[src/hdl/mlx_pkg.sv]
package mlx_pkg;
   // command codes seen on the task file
   localparam logic [7:0] MLX_CMD_SET_MAX_EXT = 8'h37;
   localparam logic [7:0] MLX_CMD_READ_NATIVE_EXT = 8'h27;
   // status register bit positions
   localparam int MLX_ST_BSY = 7;
   localparam int MLX_ST_RDY = 6;
   localparam int MLX_ST_ERR = 0;
   // error register bit position of the abort flag
   localparam int MLX_ER_ABT = 2;
   // persistence select bit in the current sector count byte
   localparam int MLX_SC_NV_BIT = 0;
   // largest limit that still fits the 28-bit identify words
   localparam logic [47:0] MLX_LBA28_MAX = 48'h0000_0fff_ffff;
   // register reset and response values
   localparam logic [7:0] MLX_STATUS_RST = 8'h80;
   localparam logic [7:0] MLX_ERROR_RST = 8'h00;
   localparam logic [7:0] MLX_STATUS_BUSY = 8'h80;
   localparam logic [7:0] MLX_STATUS_OK = 8'h40;
   localparam logic [7:0] MLX_STATUS_FAIL = 8'h41;
   localparam logic [7:0] MLX_ERROR_ABT = 8'h04;

   // one command as the host leaves it in the task file
   typedef struct packed {
      logic [7:0] cmd;
      logic [7:0] sc_cur;
      logic [7:0] sc_prev;
      logic [7:0] sn_cur;
      logic [7:0] sn_prev;
      logic [7:0] cl_cur;
      logic [7:0] cl_prev;
      logic [7:0] ch_cur;
      logic [7:0] ch_prev;
   } mlx_tf_t;

   // address bytes returned to the host, page chosen by the hob select
   typedef struct packed {
      logic [7:0] sn;
      logic [7:0] cl;
      logic [7:0] ch;
   } mlx_rb_t;
endpackage

[src/hdl/mlx_access_guard.sv]
`timescale 1ns/1ps
module mlx_access_guard (
   // clock and synchronised reset
   input wire logic core_clk,
   input wire logic rst_n,
   // media access request
   input wire logic acc_req,
   input wire logic [47:0] acc_lba,
   input wire logic [47:0] limit,
   // verdict, one cycle after the request
   output logic acc_abort,
   output logic acc_ok
);
   import mlx_pkg::*;

   // registered verdict; the limit is inclusive, the highest address is usable
   always_ff @(posedge core_clk or negedge rst_n) begin
      if (!rst_n) begin
         acc_abort <= 1'b0;
         acc_ok <= 1'b0;
      end else begin
         acc_abort <= acc_req && (acc_lba > limit);
         acc_ok <= acc_req && (acc_lba <= limit);
      end
   end

   AST_BEYOND_LIMIT: assert property (@(posedge core_clk) disable iff (!rst_n)
      acc_req && (acc_lba > limit) |=> acc_abort && !acc_ok)
      else $error("access beyond limit not aborted");
endmodule // mlx_access_guard

[src/hdl/mlx_max_lba_ext.sv]
`timescale 1ns/1ps
// How it works
// - command code 37h sets extended limit
// - accepted value replaces current highest address
// - accesses beyond limit are aborted
// - above 28-bit range: update words 103:100 only
// - within 28-bit range: update both word groups
// - abort unsupported, oversize, old area, no read
// - locked or frozen aborts, limit unchanged
// - one non-volatile change per power cycle
// - non-volatile limit survives power-on reset
// - non-volatile request invalid in offset mode
// - limit read back through hob pages
// - lock entered, left on unlock/freeze/power
// - freeze rejects all later set-max commands
module mlx_max_lba_ext (
   // clock and reset
   input wire logic core_clk,
   input wire logic rst_b,
   // task file from the host
   input wire logic tf_wr,
   input wire mlx_pkg::mlx_tf_t tf,
   input wire logic hob,
   // task file answers
   output mlx_pkg::mlx_rb_t rb,
   output logic [7:0] status_flags,
   output logic [7:0] error_report,
   output logic cmd_done,
   // drive context
   input wire logic feature_on,
   input wire logic [47:0] native_cap,
   input wire logic hpa28_set,
   input wire logic offset_mode,
   // accepted set-max subcommands from the sibling handler
   input wire logic lock_acc,
   input wire logic unlock_acc,
   input wire logic freeze_acc,
   // persistent limit store
   input wire logic nv_valid_in,
   input wire logic [47:0] nv_limit_in,
   output logic nv_wr,
   output logic [47:0] nv_wr_lba,
   // identify words and current limit
   output logic [63:0] id_w100_103,
   output logic [31:0] id_w60_61,
   output logic [47:0] max_limit,
   // media access check
   input wire logic acc_req,
   input wire logic [47:0] acc_lba,
   output logic acc_abort,
   output logic acc_ok
);
   import mlx_pkg::*;

   typedef enum logic [1:0] {ST_INIT, ST_IDLE, ST_EXEC} mlx_state_t;

   logic rst_s1_q; // first sync stage, read only by the second
   logic rst_n; // synchronised reset used everywhere else
   mlx_state_t state_q;
   mlx_tf_t cmd_q; // command latched at acceptance
   logic [47:0] limit_q; // current highest addressable block
   logic [47:0] req_lba; // limit requested by the latched command
   logic [47:0] rb_src_q; // value the host reads back
   logic is_set; // latched command is the extended set
   logic want_nv; // non-volatile request
   logic abort; // set command must be refused
   logic accept; // set command takes effect this cycle
   logic after_native_q; // previous command was the native read
   logic locked_q;
   logic frozen_q;
   logic nv_used_q; // one non-volatile change already taken

   // reset release through two flops; assertion is still immediate
   always_ff @(posedge core_clk or negedge rst_b) begin
      if (!rst_b) begin
         rst_s1_q <= 1'b0;
         rst_n <= 1'b0;
      end else begin
         rst_s1_q <= 1'b1;
         rst_n <= rst_s1_q;
      end
   end

   // byte assembly of the requested limit
   assign req_lba = {cmd_q.ch_prev, cmd_q.cl_prev, cmd_q.sn_prev,
                     cmd_q.ch_cur, cmd_q.cl_cur, cmd_q.sn_cur};
   assign is_set = (cmd_q.cmd == MLX_CMD_SET_MAX_EXT);
   assign want_nv = cmd_q.sc_cur[MLX_SC_NV_BIT];

   // every refusal reason, checked before anything is changed
   always_comb begin
      abort = 1'b0;
      if (!feature_on || hpa28_set || !after_native_q) begin
         abort = 1'b1;
      end
      if (req_lba > native_cap) begin
         abort = 1'b1;
      end
      if (locked_q || frozen_q) begin
         abort = 1'b1;
      end
      if (want_nv && (offset_mode || nv_used_q)) begin
         abort = 1'b1;
      end
   end
   assign accept = (state_q == ST_EXEC) && is_set && !abort;

   // command sequencer: one busy cycle per command, writes while busy are dropped
   always_ff @(posedge core_clk or negedge rst_n) begin
      if (!rst_n) begin
         state_q <= ST_INIT;
         cmd_q <= '0;
      end else begin
         case (state_q)
            ST_INIT: begin
               state_q <= ST_IDLE;
            end
            ST_IDLE: begin
               if (tf_wr) begin
                  cmd_q <= tf;
                  state_q <= ST_EXEC;
               end
            end
            ST_EXEC: begin
               state_q <= ST_IDLE;
            end
            default: begin
               state_q <= ST_IDLE;
            end
         endcase
      end
   end

   // current limit; taken once after reset release from the store if valid, else native capacity
   always_ff @(posedge core_clk or negedge rst_n) begin
      if (!rst_n) begin
         limit_q <= '0;
      end else if (state_q == ST_INIT) begin
         limit_q <= nv_valid_in ? nv_limit_in : native_cap;
      end else if (accept) begin
         limit_q <= req_lba;
      end
   end
   assign max_limit = limit_q;

   // identify words follow the limit, the 28-bit pair only when an accepted limit fits; reset loads 0, the first cycle after release loads the pair with 0fff_ffff
   always_ff @(posedge core_clk or negedge rst_n) begin
      if (!rst_n) begin
         id_w100_103 <= '0;
         id_w60_61 <= '0;
      end else if (state_q == ST_INIT) begin
         id_w100_103 <= {16'h0000, nv_valid_in ? nv_limit_in : native_cap};
         id_w60_61 <= 32'h0fff_ffff;
      end else if (accept) begin
         id_w100_103 <= {16'h0000, req_lba};
         if (req_lba <= MLX_LBA28_MAX) begin
            id_w60_61 <= req_lba[31:0];
         end
      end
   end

   // non-volatile write to the store, one pulse per accepted request
   always_ff @(posedge core_clk or negedge rst_n) begin
      if (!rst_n) begin
         nv_wr <= 1'b0;
         nv_wr_lba <= '0;
         nv_used_q <= 1'b0;
      end else begin
         nv_wr <= accept && want_nv;
         if (accept && want_nv) begin
            nv_wr_lba <= req_lba;
            nv_used_q <= 1'b1;
         end
      end
   end

   // native-read record, renewed by every completed command
   always_ff @(posedge core_clk or negedge rst_n) begin
      if (!rst_n) begin
         after_native_q <= 1'b0;
      end else if (state_q == ST_EXEC) begin
         after_native_q <= (cmd_q.cmd == MLX_CMD_READ_NATIVE_EXT);
      end
   end

   // lock and freeze; a lock arriving with an unlock wins
   always_ff @(posedge core_clk or negedge rst_n) begin
      if (!rst_n) begin
         locked_q <= 1'b0;
         frozen_q <= 1'b0;
      end else begin
         if (lock_acc) begin
            locked_q <= 1'b1;
         end else if (unlock_acc || freeze_acc) begin
            locked_q <= 1'b0;
         end
         if (freeze_acc) begin
            frozen_q <= 1'b1;
         end
      end
   end

   // status, error and completion pulse
   always_ff @(posedge core_clk or negedge rst_n) begin
      if (!rst_n) begin
         status_flags <= MLX_STATUS_RST;
         error_report <= MLX_ERROR_RST;
         cmd_done <= 1'b0;
      end else begin
         cmd_done <= (state_q == ST_EXEC);
         if (state_q == ST_INIT) begin
            status_flags <= MLX_STATUS_OK;
         end else if (state_q == ST_IDLE && tf_wr) begin
            status_flags <= MLX_STATUS_BUSY;
         end else if (state_q == ST_EXEC) begin
            if (is_set && abort) begin
               status_flags <= MLX_STATUS_FAIL;
               error_report <= MLX_ERROR_ABT;
            end else begin
               status_flags <= MLX_STATUS_OK;
               error_report <= MLX_ERROR_RST;
            end
         end
      end
   end

   // readback source: the new limit after an accepted set, the unchanged limit after a refused one, native capacity after a native read
   always_ff @(posedge core_clk or negedge rst_n) begin
      if (!rst_n) begin
         rb_src_q <= '0;
      end else if (accept) begin
         rb_src_q <= req_lba;
      end else if (state_q == ST_EXEC && is_set) begin
         rb_src_q <= limit_q;
      end else if (state_q == ST_EXEC && cmd_q.cmd == MLX_CMD_READ_NATIVE_EXT) begin
         rb_src_q <= native_cap;
      end
   end

   // hob page select, registered so the bytes come from flops
   always_ff @(posedge core_clk or negedge rst_n) begin
      if (!rst_n) begin
         rb <= '0;
      end else if (hob) begin
         rb <= '{sn: rb_src_q[31:24], cl: rb_src_q[39:32], ch: rb_src_q[47:40]};
      end else begin
         rb <= '{sn: rb_src_q[7:0], cl: rb_src_q[15:8], ch: rb_src_q[23:16]};
      end
   end

   // range check on media accesses
   mlx_access_guard u_guard (
      .core_clk(core_clk),
      .rst_n(rst_n),
      .acc_req(acc_req),
      .acc_lba(acc_lba),
      .limit(limit_q),
      .acc_abort(acc_abort),
      .acc_ok(acc_ok)
   );

   AST_SET_TAKES: assert property (@(posedge core_clk) disable iff (!rst_n)
      accept |=> (limit_q == $past(req_lba)) && status_flags[MLX_ST_RDY])
      else $error("accepted limit not applied");

   AST_LOCK_ABORT: assert property (@(posedge core_clk) disable iff (!rst_n)
      (state_q == ST_EXEC) && is_set && (locked_q || frozen_q)
      |=> $stable(limit_q) && error_report[MLX_ER_ABT])
      else $error("set while locked or frozen not aborted");

   AST_NEEDS_NATIVE: assert property (@(posedge core_clk) disable iff (!rst_n)
      (state_q == ST_EXEC) && is_set && !after_native_q |=> status_flags[MLX_ST_ERR])
      else $error("set without native read not aborted");

   AST_WORDS_HIGH: assert property (@(posedge core_clk) disable iff (!rst_n)
      accept && (req_lba > MLX_LBA28_MAX)
      |=> $stable(id_w60_61) && (id_w100_103[47:0] == $past(req_lba)))
      else $error("identify words wrong for large limit");

   AST_WORDS_LOW: assert property (@(posedge core_clk) disable iff (!rst_n)
      accept && (req_lba <= MLX_LBA28_MAX)
      |=> (id_w60_61 == $past(req_lba[31:0])) && (id_w100_103[47:0] == $past(req_lba)))
      else $error("identify words wrong for small limit");

   AST_NV_ONCE: assert property (@(posedge core_clk) disable iff (!rst_n)
      (state_q == ST_EXEC) && is_set && want_nv && nv_used_q |=> error_report[MLX_ER_ABT])
      else $error("second non-volatile set not aborted");

   AST_NV_OFFSET: assert property (@(posedge core_clk) disable iff (!rst_n)
      (state_q == ST_EXEC) && is_set && want_nv && offset_mode |=> !nv_wr && $stable(limit_q))
      else $error("non-volatile set taken in offset mode");

   AST_NV_STORE: assert property (@(posedge core_clk) disable iff (!rst_n)
      accept && want_nv |=> nv_wr && (nv_wr_lba == $past(req_lba)))
      else $error("non-volatile limit not stored");

   AST_BUSY_THEN_READY: assert property (@(posedge core_clk) disable iff (!rst_n)
      (state_q == ST_IDLE) && tf_wr |=> status_flags[MLX_ST_BSY] ##1
      (cmd_done && !status_flags[MLX_ST_BSY] && status_flags[MLX_ST_RDY]))
      else $error("busy and ready sequence broken");

   AST_NATIVE_FORGOT: assert property (@(posedge core_clk) disable iff (!rst_n)
      (state_q == ST_EXEC) && (cmd_q.cmd != MLX_CMD_READ_NATIVE_EXT) |=> !after_native_q)
      else $error("native read record not cleared");

   AST_LOCK_ENTER: assert property (@(posedge core_clk) disable iff (!rst_n)
      lock_acc |=> locked_q)
      else $error("lock not entered");

   AST_FREEZE: assert property (@(posedge core_clk) disable iff (!rst_n)
      freeze_acc && !lock_acc |=> frozen_q && !locked_q)
      else $error("freeze not entered");

   AST_HOB_LOW: assert property (@(posedge core_clk) disable iff (!rst_n)
      !hob |=> rb.sn == $past(rb_src_q[7:0]))
      else $error("low readback byte wrong");
endmodule // mlx_max_lba_ext

[config.mk]
export PLATFORM = sky130hd
export DESIGN_NAME = mlx_max_lba_ext
export DESIGN_NICKNAME = d
export VERILOG_FILES = /design/src/hdl/mlx_pkg.sv /design/src/hdl/mlx_access_guard.sv /design/src/hdl/mlx_max_lba_ext.sv
export SDC_FILE = /design/constraint.sdc
export NUM_CORES = 1
export LEC_CHECK = 0
export ABC_AREA = 1
export ABC_CLOCK_PERIOD_IN_PS = 7900
export BUFFER_PORTS_ARGS = -buffer_cell sky130_fd_sc_hd__clkbuf_2
export CORE_ASPECT_RATIO = 1.2
export CORE_MARGIN = 5
export CORE_UTILIZATION = 28
export DETAILED_ROUTE_END_ITERATION = 10
export GPL_TIMING_DRIVEN = 0
export PLACE_DENSITY_LB_ADDON = 0.25
export SYNTH_ARGS = -nofsm -noshare
export SYNTH_HDL_FRONTEND = slang
export SYNTH_SLANG_ARGS = --single-unit
[constraint.sdc]
create_clock -name core_clk -period 7.9 [get_ports core_clk]
set_clock_uncertainty 0.1 [all_clocks]
set_input_delay 0.79 -clock core_clk [delete_from_list [all_inputs] [get_ports core_clk]]
set_output_delay 0.79 -clock core_clk [all_outputs]
set_load 0.02 [all_outputs]
-- After elaboration in Yosys (flattened, before gate mapping)
Index checks and enable logic that the tools add are counted.
- word-level logic and storage cells: 91
- input port bits: 228
- flip-flop bits (word level): 349
- output and inout bits: 236
- reduce and logical (&&, ||, !) cells: 26
- muxes and demuxes: 25
- bitwise gates (word level): 2
- order comparisons: 4
- equality and inequality tests: 5
- operator list (operator ; number):
    2-to-1 mux 48 bit ; 6
    2-to-1 mux 64 bit ; 2
    > comparator 48 bit ; 2
    2-to-1 mux 32 bit ; 3
    <= comparator 48 x 28 -> 1 bit (second input constant) ; 1
    <= comparator 48 bit ; 1
    2-to-1 mux 24 bit ; 1
    2-to-1 mux 8 bit ; 3
    equality test 8 x 6 -> 1 bit (second input constant) ; 2
    logical AND 1 bit ; 9
    2-to-1 mux 1 bit ; 7
    nonzero test 2 bit ; 3
    nonzero test 3 bit ; 2
    logical OR 1 bit ; 5
    2-to-1 mux 2 bit ; 2
    AND reduction 2 bit ; 2
    logical NOT 1 bit ; 3
    2-to-1 mux 3 bit ; 1
    AND reduction 3 bit ; 1
    equality test 2 x 1 -> 1 bit (second input constant) ; 1
    equality test 2 bit (second input constant) ; 1
    logical NOT 2 bit ; 1
    != test 2 bit (second input constant) ; 1
    NOT 1 bit ; 2

-- Longest topological paths before layout
Gate-level depths: netlist (run 1).
- depth after elaboration: 12
- depth in mapped cells: 20
- mapped depth without buffers: 19

-- By module
From an unflattened synthesis (run 1), not the netlist that was laid out.
- cell total of the unflattened synthesis: 2062
- area total of the unflattened synthesis: 15713.8 um^2
- by module, submodules not included (module ; instances ; sequential area each (um^2) ; area an instance (um^2) ; cells an instance):
    mlx_max_lba_ext ; 1 ; 6782.8 ; 14341.3 ; 1842
    mlx_access_guard ; 1 ; 50.0 ; 1372.6 ; 220

-- Worst setup path after synthesis (run 1)
Ideal clock, no wire load.
- path type: in2reg
- from: in native_cap[47]
- to: reg limit_q[37], in the netlist max_limit[37]
- path buffers: 2
- required time: 7.671 ns
- setup slack: 5.236 ns
- stages on the path: 15
- data arrival time: 2.436 ns
- setup time: 0.129 ns
- cells stage by stage: inv_1 -> ha_1 -> nand2_1 -> nor2_1 -> nand2_1 -> nor2_1 -> inv_1 -> nor2_1 -> nand2_1 -> nand2_2 -> nand3_4 -> buf_4 -> buf_4 -> nand3_1 -> nand3_1
- longest elaborated chain between the ends: 7
- ends and longest elaborated chain (element ; line ; source):
    start: declaration ; mlx_max_lba_ext.sv:31 ; input wire logic [47:0] native_cap,
    > comparator 48 bit ; mlx_max_lba_ext.sv:96 ; if (req_lba > native_cap) begin
    2-to-1 mux 1 bit ; mlx_max_lba_ext.sv:96 ;
    2-to-1 mux 1 bit ; mlx_max_lba_ext.sv:99 ; if (locked_q || frozen_q) begin
    2-to-1 mux 1 bit ; mlx_max_lba_ext.sv:102 ; if (want_nv && (offset_mode || nv_used_q)) begin
    logical NOT 1 bit ; mlx_max_lba_ext.sv:106 ; assign accept = (state_q == ST_EXEC) && is_set && !abort;
    logical AND 1 bit ; mlx_max_lba_ext.sv:106 ;
    nonzero test 2 bit (no source line) ; - ;
    end signal: assignment ; mlx_max_lba_ext.sv:139 ; limit_q <= nv_valid_in ? nv_limit_in : native_cap;
    end signal: assignment ; mlx_max_lba_ext.sv:141 ; limit_q <= req_lba;
    end: declaration ; mlx_max_lba_ext.sv:61 ; logic [47:0] limit_q;
Every way passes these cells.
A chain may end at the register's enable or synchronous reset.

-- Worst setup path in the final report (run 1)
- from: reg cmd_q[7] (netlist name)
- to: reg limit_q[26], in the netlist max_limit[26]
- longest elaborated chain between the ends: 7
- ends and longest elaborated chain (element ; line ; source):
    start: declaration ; mlx_max_lba_ext.sv:60 ; mlx_tf_t cmd_q;
    start signal: assignment ; mlx_max_lba_ext.sv:120 ; cmd_q <= tf;
    > comparator 48 bit ; mlx_max_lba_ext.sv:96 ;
    2-to-1 mux 1 bit ; mlx_max_lba_ext.sv:96 ;
    2-to-1 mux 1 bit ; mlx_max_lba_ext.sv:99 ;
    2-to-1 mux 1 bit ; mlx_max_lba_ext.sv:102 ;
    logical NOT 1 bit ; mlx_max_lba_ext.sv:106 ;
    logical AND 1 bit ; mlx_max_lba_ext.sv:106 ;
    nonzero test 2 bit (no source line) ; - ;
Every way passes these cells.

==> results.yml, run 1 <==
status:
  status: "finished clean"
place:
  dpl.cell_count: 3157
  dp_slack_ns: 4.234
  hpwlAfterDp_mm: 56.78
  io_buffers: 419
  routabilityCongestion: 0.8968
  detailed_place.area_sq_mm: 0.01870
worst_setup_path:
  worst_setup_path_end_kind: "flop"
  critPathArrivalTime_ns: 3.59
  crit_family: "simple AND/OR/NAND/NOR gates"
  setup.worst_path.start_class: "flop"
  slowest_delay_ns: 0.50
  required_ns: 8.27
  cp_slowest_cell: "dfrtp_1"
  worst-path-buf-inv: 2
  crit_top_cell: "nand2_1"
  crit_chain: "ha_1, nand2_1, nor2_1, nand2_1, nor2_1, inv_1, nor2_1, nand2_1, nand2_2, nand3_4, nand2_2, buf_2, nand2_1, o21ai_1"
  path_class: "reg2reg"
  cp_max_fo: 10
global_route:
  grtUsageTotal: 0.2230
  grt_pass1_vias: 15423
  antenna_found_initial: 2
  grt_overflow: 0
  grt_max_degree: 70
  grt_pass1_wl_mm: 100.4
routing:
  post_drt_wl_per_cell_microns: 21.50
  drt_pre_antenna_iters: 5
  drcViolationCount: 0
  routed_wl_mm: 69.23
  via_per_inst: 4.704
  num_vias: 15147
  drtIter0Drc: 1052
  drtAntennaViolNets: 0
clocking:
  post_cts_resized: 0
  clk-insertion-delay-late_ns: 0.55
  clk_path_buf_depth: 3
  cts_setup_buffers: 0
  cts_root_buf: "clkbuf_16"
  cts_hold_buf: 1
  cts_buffers: 34
  cts_tree: "yes"
  cts_sinks: 273
  cts_max_level: 2
  path_clk_slew_ns: 0.06
synthesis:
  ys_types: 34
  yosys_warnings: 0
  netlist_area_sq_mm: 0.01550
  syn_avg_cell_area_sq_um: 7.800
  yosysSeqAreaShare: 0.4409
  syn_inst: 1987
  ys_ff_latch: 273
finish:
  area_growth_pct: 27.77
  post-route-cell-area_sq_mm: 0.01980
  stdcell_count: 3220
  nFillCells: 5976
  post-route-util: 0.3613
  drive_gt1_frac: 0.2513
  nNetsFinal: 2798
floorplanning:
  dieArea_sq_mm: 0.06018
  die_w_microns: 224.8
  initial_core_util: 0.2828
  core_area_sq_mm: 0.05481
  die_h_microns: 267.7
  io_pins: 464
  core.rowCount: 94
sta:
  tns_ns: 0
  max_slew_margin: 0.3221
  period_share: 0.4085
  finalWorstSetupSlack_ns: 4.672
  finalHoldViolations: 0
  fin_hold_ws_ns: 0.2409
  max_freq_ghz: 0.3098
  worst_slew_pin_slew_ns: 1.009
  slew_violations: 0
  setup_viol: 0
  rsz0062_at_grt: "no"
  fin_crit_ns: 3.228
worst_hold_path:
  hold_class: "reg2async"
power:
  pwr_density_cell_mw_per_mm2: 258.6
  leakagePower_nw: 10.72
  power_mw: 5.120
  max-vdd-ir-drop_uv: 174.8
flow_run:
  maxCapViolations: 0
-- cells in the mapped netlist, drive strengths merged --
cell type	number	area share
nor2	60	0.016
nand2	610	0.15
clkinv	1	0.00024
nand3	109	0.036
conb	2	0.00048
o21ai	183	0.059
buf	120	0.052
dfrtp	272	0.44
nor3b	1	0.00048
nor4b	1	0.0015
a21oi	107	0.035
nor3	9	0.0036
mux2	24	0.017
nand4	61	0.025
o211ai	19	0.0092
dfstp	1	0.0017
nor4	6	0.0024
ha	96	0.078
nand3b	1	0.00048
or2	3	0.0012
clkbuf	56	0.014
inv	239	0.058
o21a	3	0.0015
a21o	3	0.0015
-- cell type report --
| cell class | count | area, sq um | share of cell area |
|---|---|---|---|
| diodes | 1 | 2.502 | 0.0001264 |
| plain buffers | 176 | 1016 | 0.05130 |
| clock buffers | 49 | 997.2 | 0.05036 |
| clock inverters | 12 | 88.84 | 0.004486 |
| inverters | 240 | 900.9 | 0.04549 |
| multi-input cells | 1325 | 6850 | 0.3459 |
| flip-flops and latches | 273 | 6837 | 0.3452 |
| well taps | 720 | 900.9 | 0.04549 |
| repair buffers | 424 | 2210 | 0.1116 |
-- flip-flops by register name (all words and copies together), names as in the netlist, 2 cells and up --
name / cells
rb: 24
cmd_q: 57
state_q: 2
status_flags: 3
id_w60_61: 32
nv_wr_lba: 48
rb_src_q: 48
max_limit: 48
-- cells in the final DEF, fill, tap and decap left out, types with 2 or more instances in the layout --
cell type	instances
a21o_1	3
a21oi_1	107
buf_1	9
buf_16	3
buf_2	26
buf_4	84
clkbuf_1	62
clkbuf_16	34
clkbuf_2	419
clkbuf_8	9
clkinv_2	6
clkinv_4	2
conb_1	29
dfrtp_1	271
ha_1	96
inv_1	238
inv_6	2
mux2_2	24
nand2_1	608
nand2_2	2
nand3_1	108
nand4_1	60
nor2_1	58
nor2_4	2
nor3_1	7
nor3_2	2
nor4_1	6
o211ai_1	19
o21a_1	3
o21ai_0	140
o21ai_1	43
or2_2	3
-- final timing paths --
| check | from | to | slack [ns] | cells past startpoint |
|---|---|---|---|---|
| max | cmd_q[7] | max_limit[26] | 4.67 | 14 |
| min | rst_n | state_q[1] | 0.24 | 0 |
| max reg2reg | cmd_q[7] | max_limit[26] | 4.67 | 14 |
| min reg2reg | rst_n | state_q[1] | 0.24 | 0 |
| max in group asynchronous | rst_n | u_guard.acc_abort | 6.40 | 2 |
| min in group core_clk | rst_s1_q | rst_n | 0.25 | 0 |
-- logic make-up (layout without fill, tap and decap cells) --
family / Yosys count / count (layout) / share of synthesized area
other: 2 / 30 / 0.0004846
muxes: 24 / 24 / 0.01744
and+or+nand+nor: 861 / 861 / 0.2343
AOI/OAI and AO/OA: 315 / 315 / 0.1058
DFF: 273 / 273 / 0.4409
adders and majority gates: 96 / 96 / 0.07750
buffers and inverters: 416 / 901 / 0.1237
-- per-layer routing --
layer,wire length (microns),global-route usage,vias to the layer above
met2,34610,0.3969,534
met3,3731,0.03267,103
met1,28250,0.2754,7226
li1,-,-,7282
met5,11,0,-
met4,2625,0.08016,2
-- where the power goes --
| group | internal (mW) | switching (mW) |
|---|---|---|
| combinational | 0.607 | 1.11 |
| sequential | 1.62 | 0.233 |
| clock | 0.884 | 0.664 |
| total | 3.11 | 2.01 |
(Power assumes the default switching activity.)
==> inputs of run 2 (changes only) <==
Settings changed: ABC_CLOCK_PERIOD_IN_PS 7900 to 2800.
Clock period 7.9 ns to 2.8 ns, I/O delays scaled along.
==> results.yml, run 2 (synthesis gave the netlist of run 1 again) <==
finish:
  nNetsFinal: 2942
  final_common_cell: "nand2_1"
  top_register: "cmd_q"
  nFillCells: 5774
  insertedDiodeCount: 0
  area_growth_pct: 38.93
  largest_reg_flops: 57
  drive_gt1_frac: 0.2611
  final_cell_mix: "603 x nand2_1, 428 x clkbuf_2, 260 x dfrtp_1"
power:
  combPwrFrac: 0.351
  seq_power_share: 0.356
  switching_share: 0.3860
  pwr_density_cell_mw_per_mm2: 682.0
  p_int_mw: 9.017
  leakagePower_nw: 11.43
  max-vdd-ir-drop_uv: 432.4
  switchingPower_mw: 5.669
  pwr-share-clk: 0.293
  power_mw: 14.69
routing:
  via_per_inst: 4.688
  drtAntennaViolNets: 0
  post_drt_wl_per_cell_microns: 21.04
  drt_pre_antenna_iters: 6
  num_vias: 15767
  drtIter0Drc: 1110
  routed_wl_mm: 70.76
  drcViolationCount: 0
sta:
  slew_violations: 0
  max_freq_ghz: 0.3631
  tns_ns: 0
  rsz0062_at_grt: "yes"
  setup_viol: 0
  finalHoldViolations: 0
  max_slew_margin: 0.3538
  fin_hold_ws_ns: 0.04257
  worst_slew_pin_slew_ns: 0.9619
  fin_crit_ns: 2.754
  period_share: 0.9835
clocking:
  cts_max_level: 1
  clk-insertion-delay-late_ns: 0.59
  cts_tree: "yes"
  cts_sinks: 273
  cts_buffers: 31
  path_clk_slew_ns: 0.06
  cts_root_buf: "clkbuf_16"
  clk_path_buf_depth: 3
worst_setup_path:
  critPathArrivalTime_ns: 3.13
  worst-path-buf-inv: 5
  crit_chain: "dlygate4sd3_1, clkbuf_2, inv_1, ha_4, nand2_1, nor2_2, nand3b_1, nor2_4, inv_1, nor2_2, nand2_2, nand2_4, nand3_4, buf_4, nand2_1, nand2_1, nand2_1, nand2_1"
  cp.depth: 18
  crit_top_cell: "nand2_1"
  path_class: "in2reg"
  required_ns: 3.18
  crit_family: "simple AND/OR/NAND/NOR gates"
  setup.worst_path.start_class: "input port"
  worst_setup_path_end_kind: "flop"
  cp_max_fo: 8
  reg2reg_depth: 15
  slowest_delay_ns: 0.54
  cp_slowest_cell: "dlygate4sd3_1"
status:
  status: "finished clean"
place:
  io_buffers: 419
  hpwlAfterDp_mm: 56.82
  routabilityCongestion: 0.8882
global_route:
  grt_overflow: 0
  antenna_found_initial: 0
  grtUsageTotal: 0.2250
  grt_max_degree: 66
  busiest_layer: "met2"
  met1_usage: 0.2801
  grt_pass1_vias: 16064
  grt_pass1_wl_mm: 102.6
  grtUsageMet3: 0.02269
  met2_usage: 0.4133
floorplanning:
  core_area_sq_mm: 0.05481
  core.rowCount: 94
  io_pins: 464
  initial_core_util: 0.2828
  dieArea_sq_mm: 0.06018
  die_w_microns: 224.8
  die_h_microns: 267.7
worst_hold_path:
  hold_class: "in2reg"
  min_path_cells: 5
flow_run:
  maxCapViolations: 0
-- run 2: changes by cell type in the layout (fill, tap and decap cells not counted), moves of 5 or more --
cell	change
clkbuf_1	-8
buf_8	+6
buf_4	+21
buf_1	-5
dfrtp_2	+11
dlygate4sd3_1	+127
clkbuf_8	-5
nor2_1	-5
buf_6	+8
clkbuf_2	+9
dfrtp_1	-11
clkbuf_4	+5
nand2_1	-5
buf_2	-17
-- run 2: final timing paths --
| kind | from | endpoint | slack (ns) |
|---|---|---|---|
| min reg2reg | rst_s1_q | rst_n | 0.26 |
| max in group asynchronous | rst_n | id_w60_61[15] | 0.88 |
| max reg2reg | cmd_q[21] | rb_src_q[37] | 0.05 |
| max | native_cap[37] | rb_src_q[37] | 0.05 |
| min in group asynchronous | rst_n | state_q[1] | 0.30 |
| min | nv_limit_in[1] | max_limit[1] | 0.04 |
-- run 2: area by class of cell --
type                            instances  area [sq um]  area share
Multi-Input combinational cell       1326          7022      0.3261
Sequential cell                       273          6850      0.3181
Timing Repair Buffer                  572          3662      0.1701
Buffer                                174          1150     0.05340
Inverter                              240         904.6     0.04201
Tap cell                              720         900.9     0.04184
Clock buffer                           43         860.8     0.03998
Clock inverter                         15         181.4    0.008426
-- run 2: metrics by stage --
step,area (sq um),util,setup slack [ns],instances
finish,21530,0.3929,0.04623,3363
global route,21530,0.3929,-0.08874,3363
global placement,18600,0.3394,-1.249,3153
detailed placement,18700,0.3413,-0.4354,3157
CTS,21240,0.3875,0.005531,3352
floorplan,15600,-,-0.03000,2014
-- run 2: repair_timing --
action                                 4_1_cts  5_1_grt
pin swaps                                    5       10
resized for setup                           49       56
endpoints found under the hold margin      110        0
hold buffers                               128        0
buffers inserted                             7       13
setup endpoints to repair                  181      193
cloned                                       2        1
-- run 2: routing by layer --
metal  vias to the layer above  routed length, microns
met2                       534                   36320
met4                         0                    2119
met3                        80                    3618
met5                         -                       0
li1                       7573                       -
met1                      7580                   28700
-- run 2: tightest hold or removal path, stage by stage --
cell and delay, ns:
clkbuf_2 0.10, nand2_1 0.07, a21oi_1 0.06, nand2_1 0.08, o21ai_1 0.08
-- run 2: power groups by stage --
stage               registers (mW)  logic, mW  clock network, mW
CTS                           5.24       5.09               4.40
detailed placement            5.31       4.87                  0
finish                        5.23       5.16               4.30
floorplan                     5.61       2.56                  0
global route                  5.31       5.68               4.54
global placement              5.35       4.74                  0
==> inputs of run 3 (changes only) <==
Settings changed: CORE_MARGIN 5 to 3.
==> results.yml, run 3 (synthesis gave the netlist of run 1 again) <==
status:
  status: "finished clean"
worst_setup_path:
  crit_chain: "ha_1, nand2_1, nor2_2, nand3b_1, nor2_4, inv_1, nor2_2, nand2_1, nand2_4, nand3_2, clkbuf_16, nand2_1, nand2_1, nand2_1, nand2_1"
  worst_setup_path_end_kind: "flop"
  startpoint: "cmd_q[23]"
  reg2reg_to: "rb_src_q[32]"
  crit_end: "rb_src_q[32]"
  critPathArrivalTime_ns: 3.03
  reg2reg_slack_ns: 0.11
  slowest_delay_ns: 0.43
  path_class: "reg2reg"
  cp_max_fo: 8
  worst-path-buf-inv: 2
  crit_family: "simple AND/OR/NAND/NOR gates"
  r2r_start: "cmd_q[23]"
  crit_top_cell: "nand2_1"
  required_ns: 3.14
  cp_slowest_cell: "dfrtp_2"
  cp.depth: 15
  setup.worst_path.start_class: "flop"
  reg2reg_depth: 15
sta:
  period_share: 0.9606
  fin_crit_ns: 2.690
  slew_violations: 0
  max_slew_margin: 0.3725
  tns_ns: 0
  finalHoldViolations: 0
  worst_slew_pin_slew_ns: 0.9340
  rsz0062_at_grt: "no"
  setup_viol: 0
  max_freq_ghz: 0.3718
place:
  dpl.cell_count: 3149
  routabilityCongestion: 0.8915
  io_buffers: 419
  hpwlAfterDp_mm: 56.13
global_route:
  met2_usage: 0.4178
  antenna_found_initial: 2
  met1_usage: 0.2812
  grt_max_degree: 64
  grtUsageTotal: 0.2342
  grt_pass1_vias: 16002
  grt_overflow: 0
  grt_pass1_wl_mm: 101.5
  busiest_layer: "met2"
  grtUsageMet3: 0.03636
finish:
  nNetsFinal: 2917
  area_growth_pct: 37.18
  regArea_sq_mm: 0.006842
  stdcell_count: 3332
  largest_reg_flops: 57
  final_common_cell: "nand2_1"
  multi_input_area_sq_mm: 0.006959
  drive_gt1_frac: 0.2567
  nFillCells: 5746
  top_register: "cmd_q"
  final_cell_mix: "606 x nand2_1, 427 x clkbuf_2, 267 x dfrtp_1"
clocking:
  cts_buffers: 35
  path_clk_slew_ns: 0.06
  cts_max_level: 2
  cts_sinks: 273
  cts_tree: "yes"
  cts_root_buf: "clkbuf_16"
  clk_path_buf_depth: 3
  clk-insertion-delay-late_ns: 0.55
routing:
  drt_pre_antenna_iters: 7
  routed_wl_mm: 69.27
  drtIter0Drc: 1150
  drcViolationCount: 0
  num_vias: 15644
  via_per_inst: 4.695
  post_drt_wl_per_cell_microns: 20.79
  drtAntennaViolNets: 0
power:
  leakagePower_nw: 11.35
  pwr_density_cell_mw_per_mm2: 704.9
  max-vdd-ir-drop_uv: 450.4
worst_hold_path:
  hold_class: "in2reg"
floorplanning:
  initial_core_util: 0.2858
  core.rowCount: 93
  core_area_sq_mm: 0.05422
  io_pins: 464
  die_h_microns: 263.7
  die_w_microns: 220.8
  dieArea_sq_mm: 0.05822
flow_run:
  maxCapViolations: 0
run 3: worst min path at each step:
| stage | from | endpoint | slack, ns | depth (start not counted) |
|---|---|---|---|---|
| detailed placement | rst_b | rst_s1_q | -0.03 | 1 |
| CTS | nv_limit_in[0] | max_limit[0] | 0.004 | 5 |
| global route | nv_limit_in[25] | max_limit[25] | 0.04 | 5 |
| floorplan | rst_b | rst_s1_q | -0.12 | 0 |
| global placement | rst_b | rst_s1_q | -0.03 | 1 |
| finish | native_cap[38] | max_limit[38] | 0.03 | 5 |
run 3: tightest hold or removal path, delay by kind of cell:
family / cells / cell delay, ns
AO/OA/AOI/OAI: 1 / 0.07
buffers and inverters: 2 / 0.14
AND/OR/NAND/NOR: 2 / 0.14
run 3: cell type report:
type / count / area share
clock buffer: 48 / 0.04678
antenna: 2 / 0.0002354
multi-input combinational: 1326 / 0.3273
timing repair buffer: 544 / 0.1602
inverter: 240 / 0.04237
buffer: 173 / 0.05067
clock inverter: 14 / 0.008768
tap: 712 / 0.04190
sequential: 273 / 0.3218
run 3: metrics by stage:
step | worst slack, ns | hold slack (ns) | power (mW) | util | instance area, sq um
floorplan | -0.03000 | -0.1156 | 8.165 | - | 15600
finish | 0.1103 | 0.02627 | 14.99 | 0.3921 | 21260
global route | 0.003334 | 0.04438 | 15.89 | 0.3920 | 21260
detailed placement | -0.3712 | -0.03074 | 10.18 | 0.3449 | 18700
global placement | -1.224 | -0.03330 | 10.09 | 0.3429 | 18590
CTS | -0.02007 | 0.003770 | 15.10 | 0.3876 | 21020
run 3: power by group:
group	switching, mW	total [mW]	internal, mW	leakage [nW]
clock	1.86	4.72	2.86	0.579
combinational	3.19	5.05	1.86	7.56
sequential	0.632	5.22	4.59	3.20
total	5.68	15.0	9.31	11.3
run 3: metal layers:
layer	vias up	part of all wire
li1	7528	-
met4	4	0.040
met5	-	0.00043
met2	587	0.50
met1	7415	0.40
met3	110	0.061
run 3: timing repair:
item	CTS	global route
cloned	0	2
setup endpoints to repair	175	195
hold buffers	106	0
buffers inserted	2	12
gates resized for setup	25	46
pin swaps	2	9
endpoints found under the hold margin	106	0
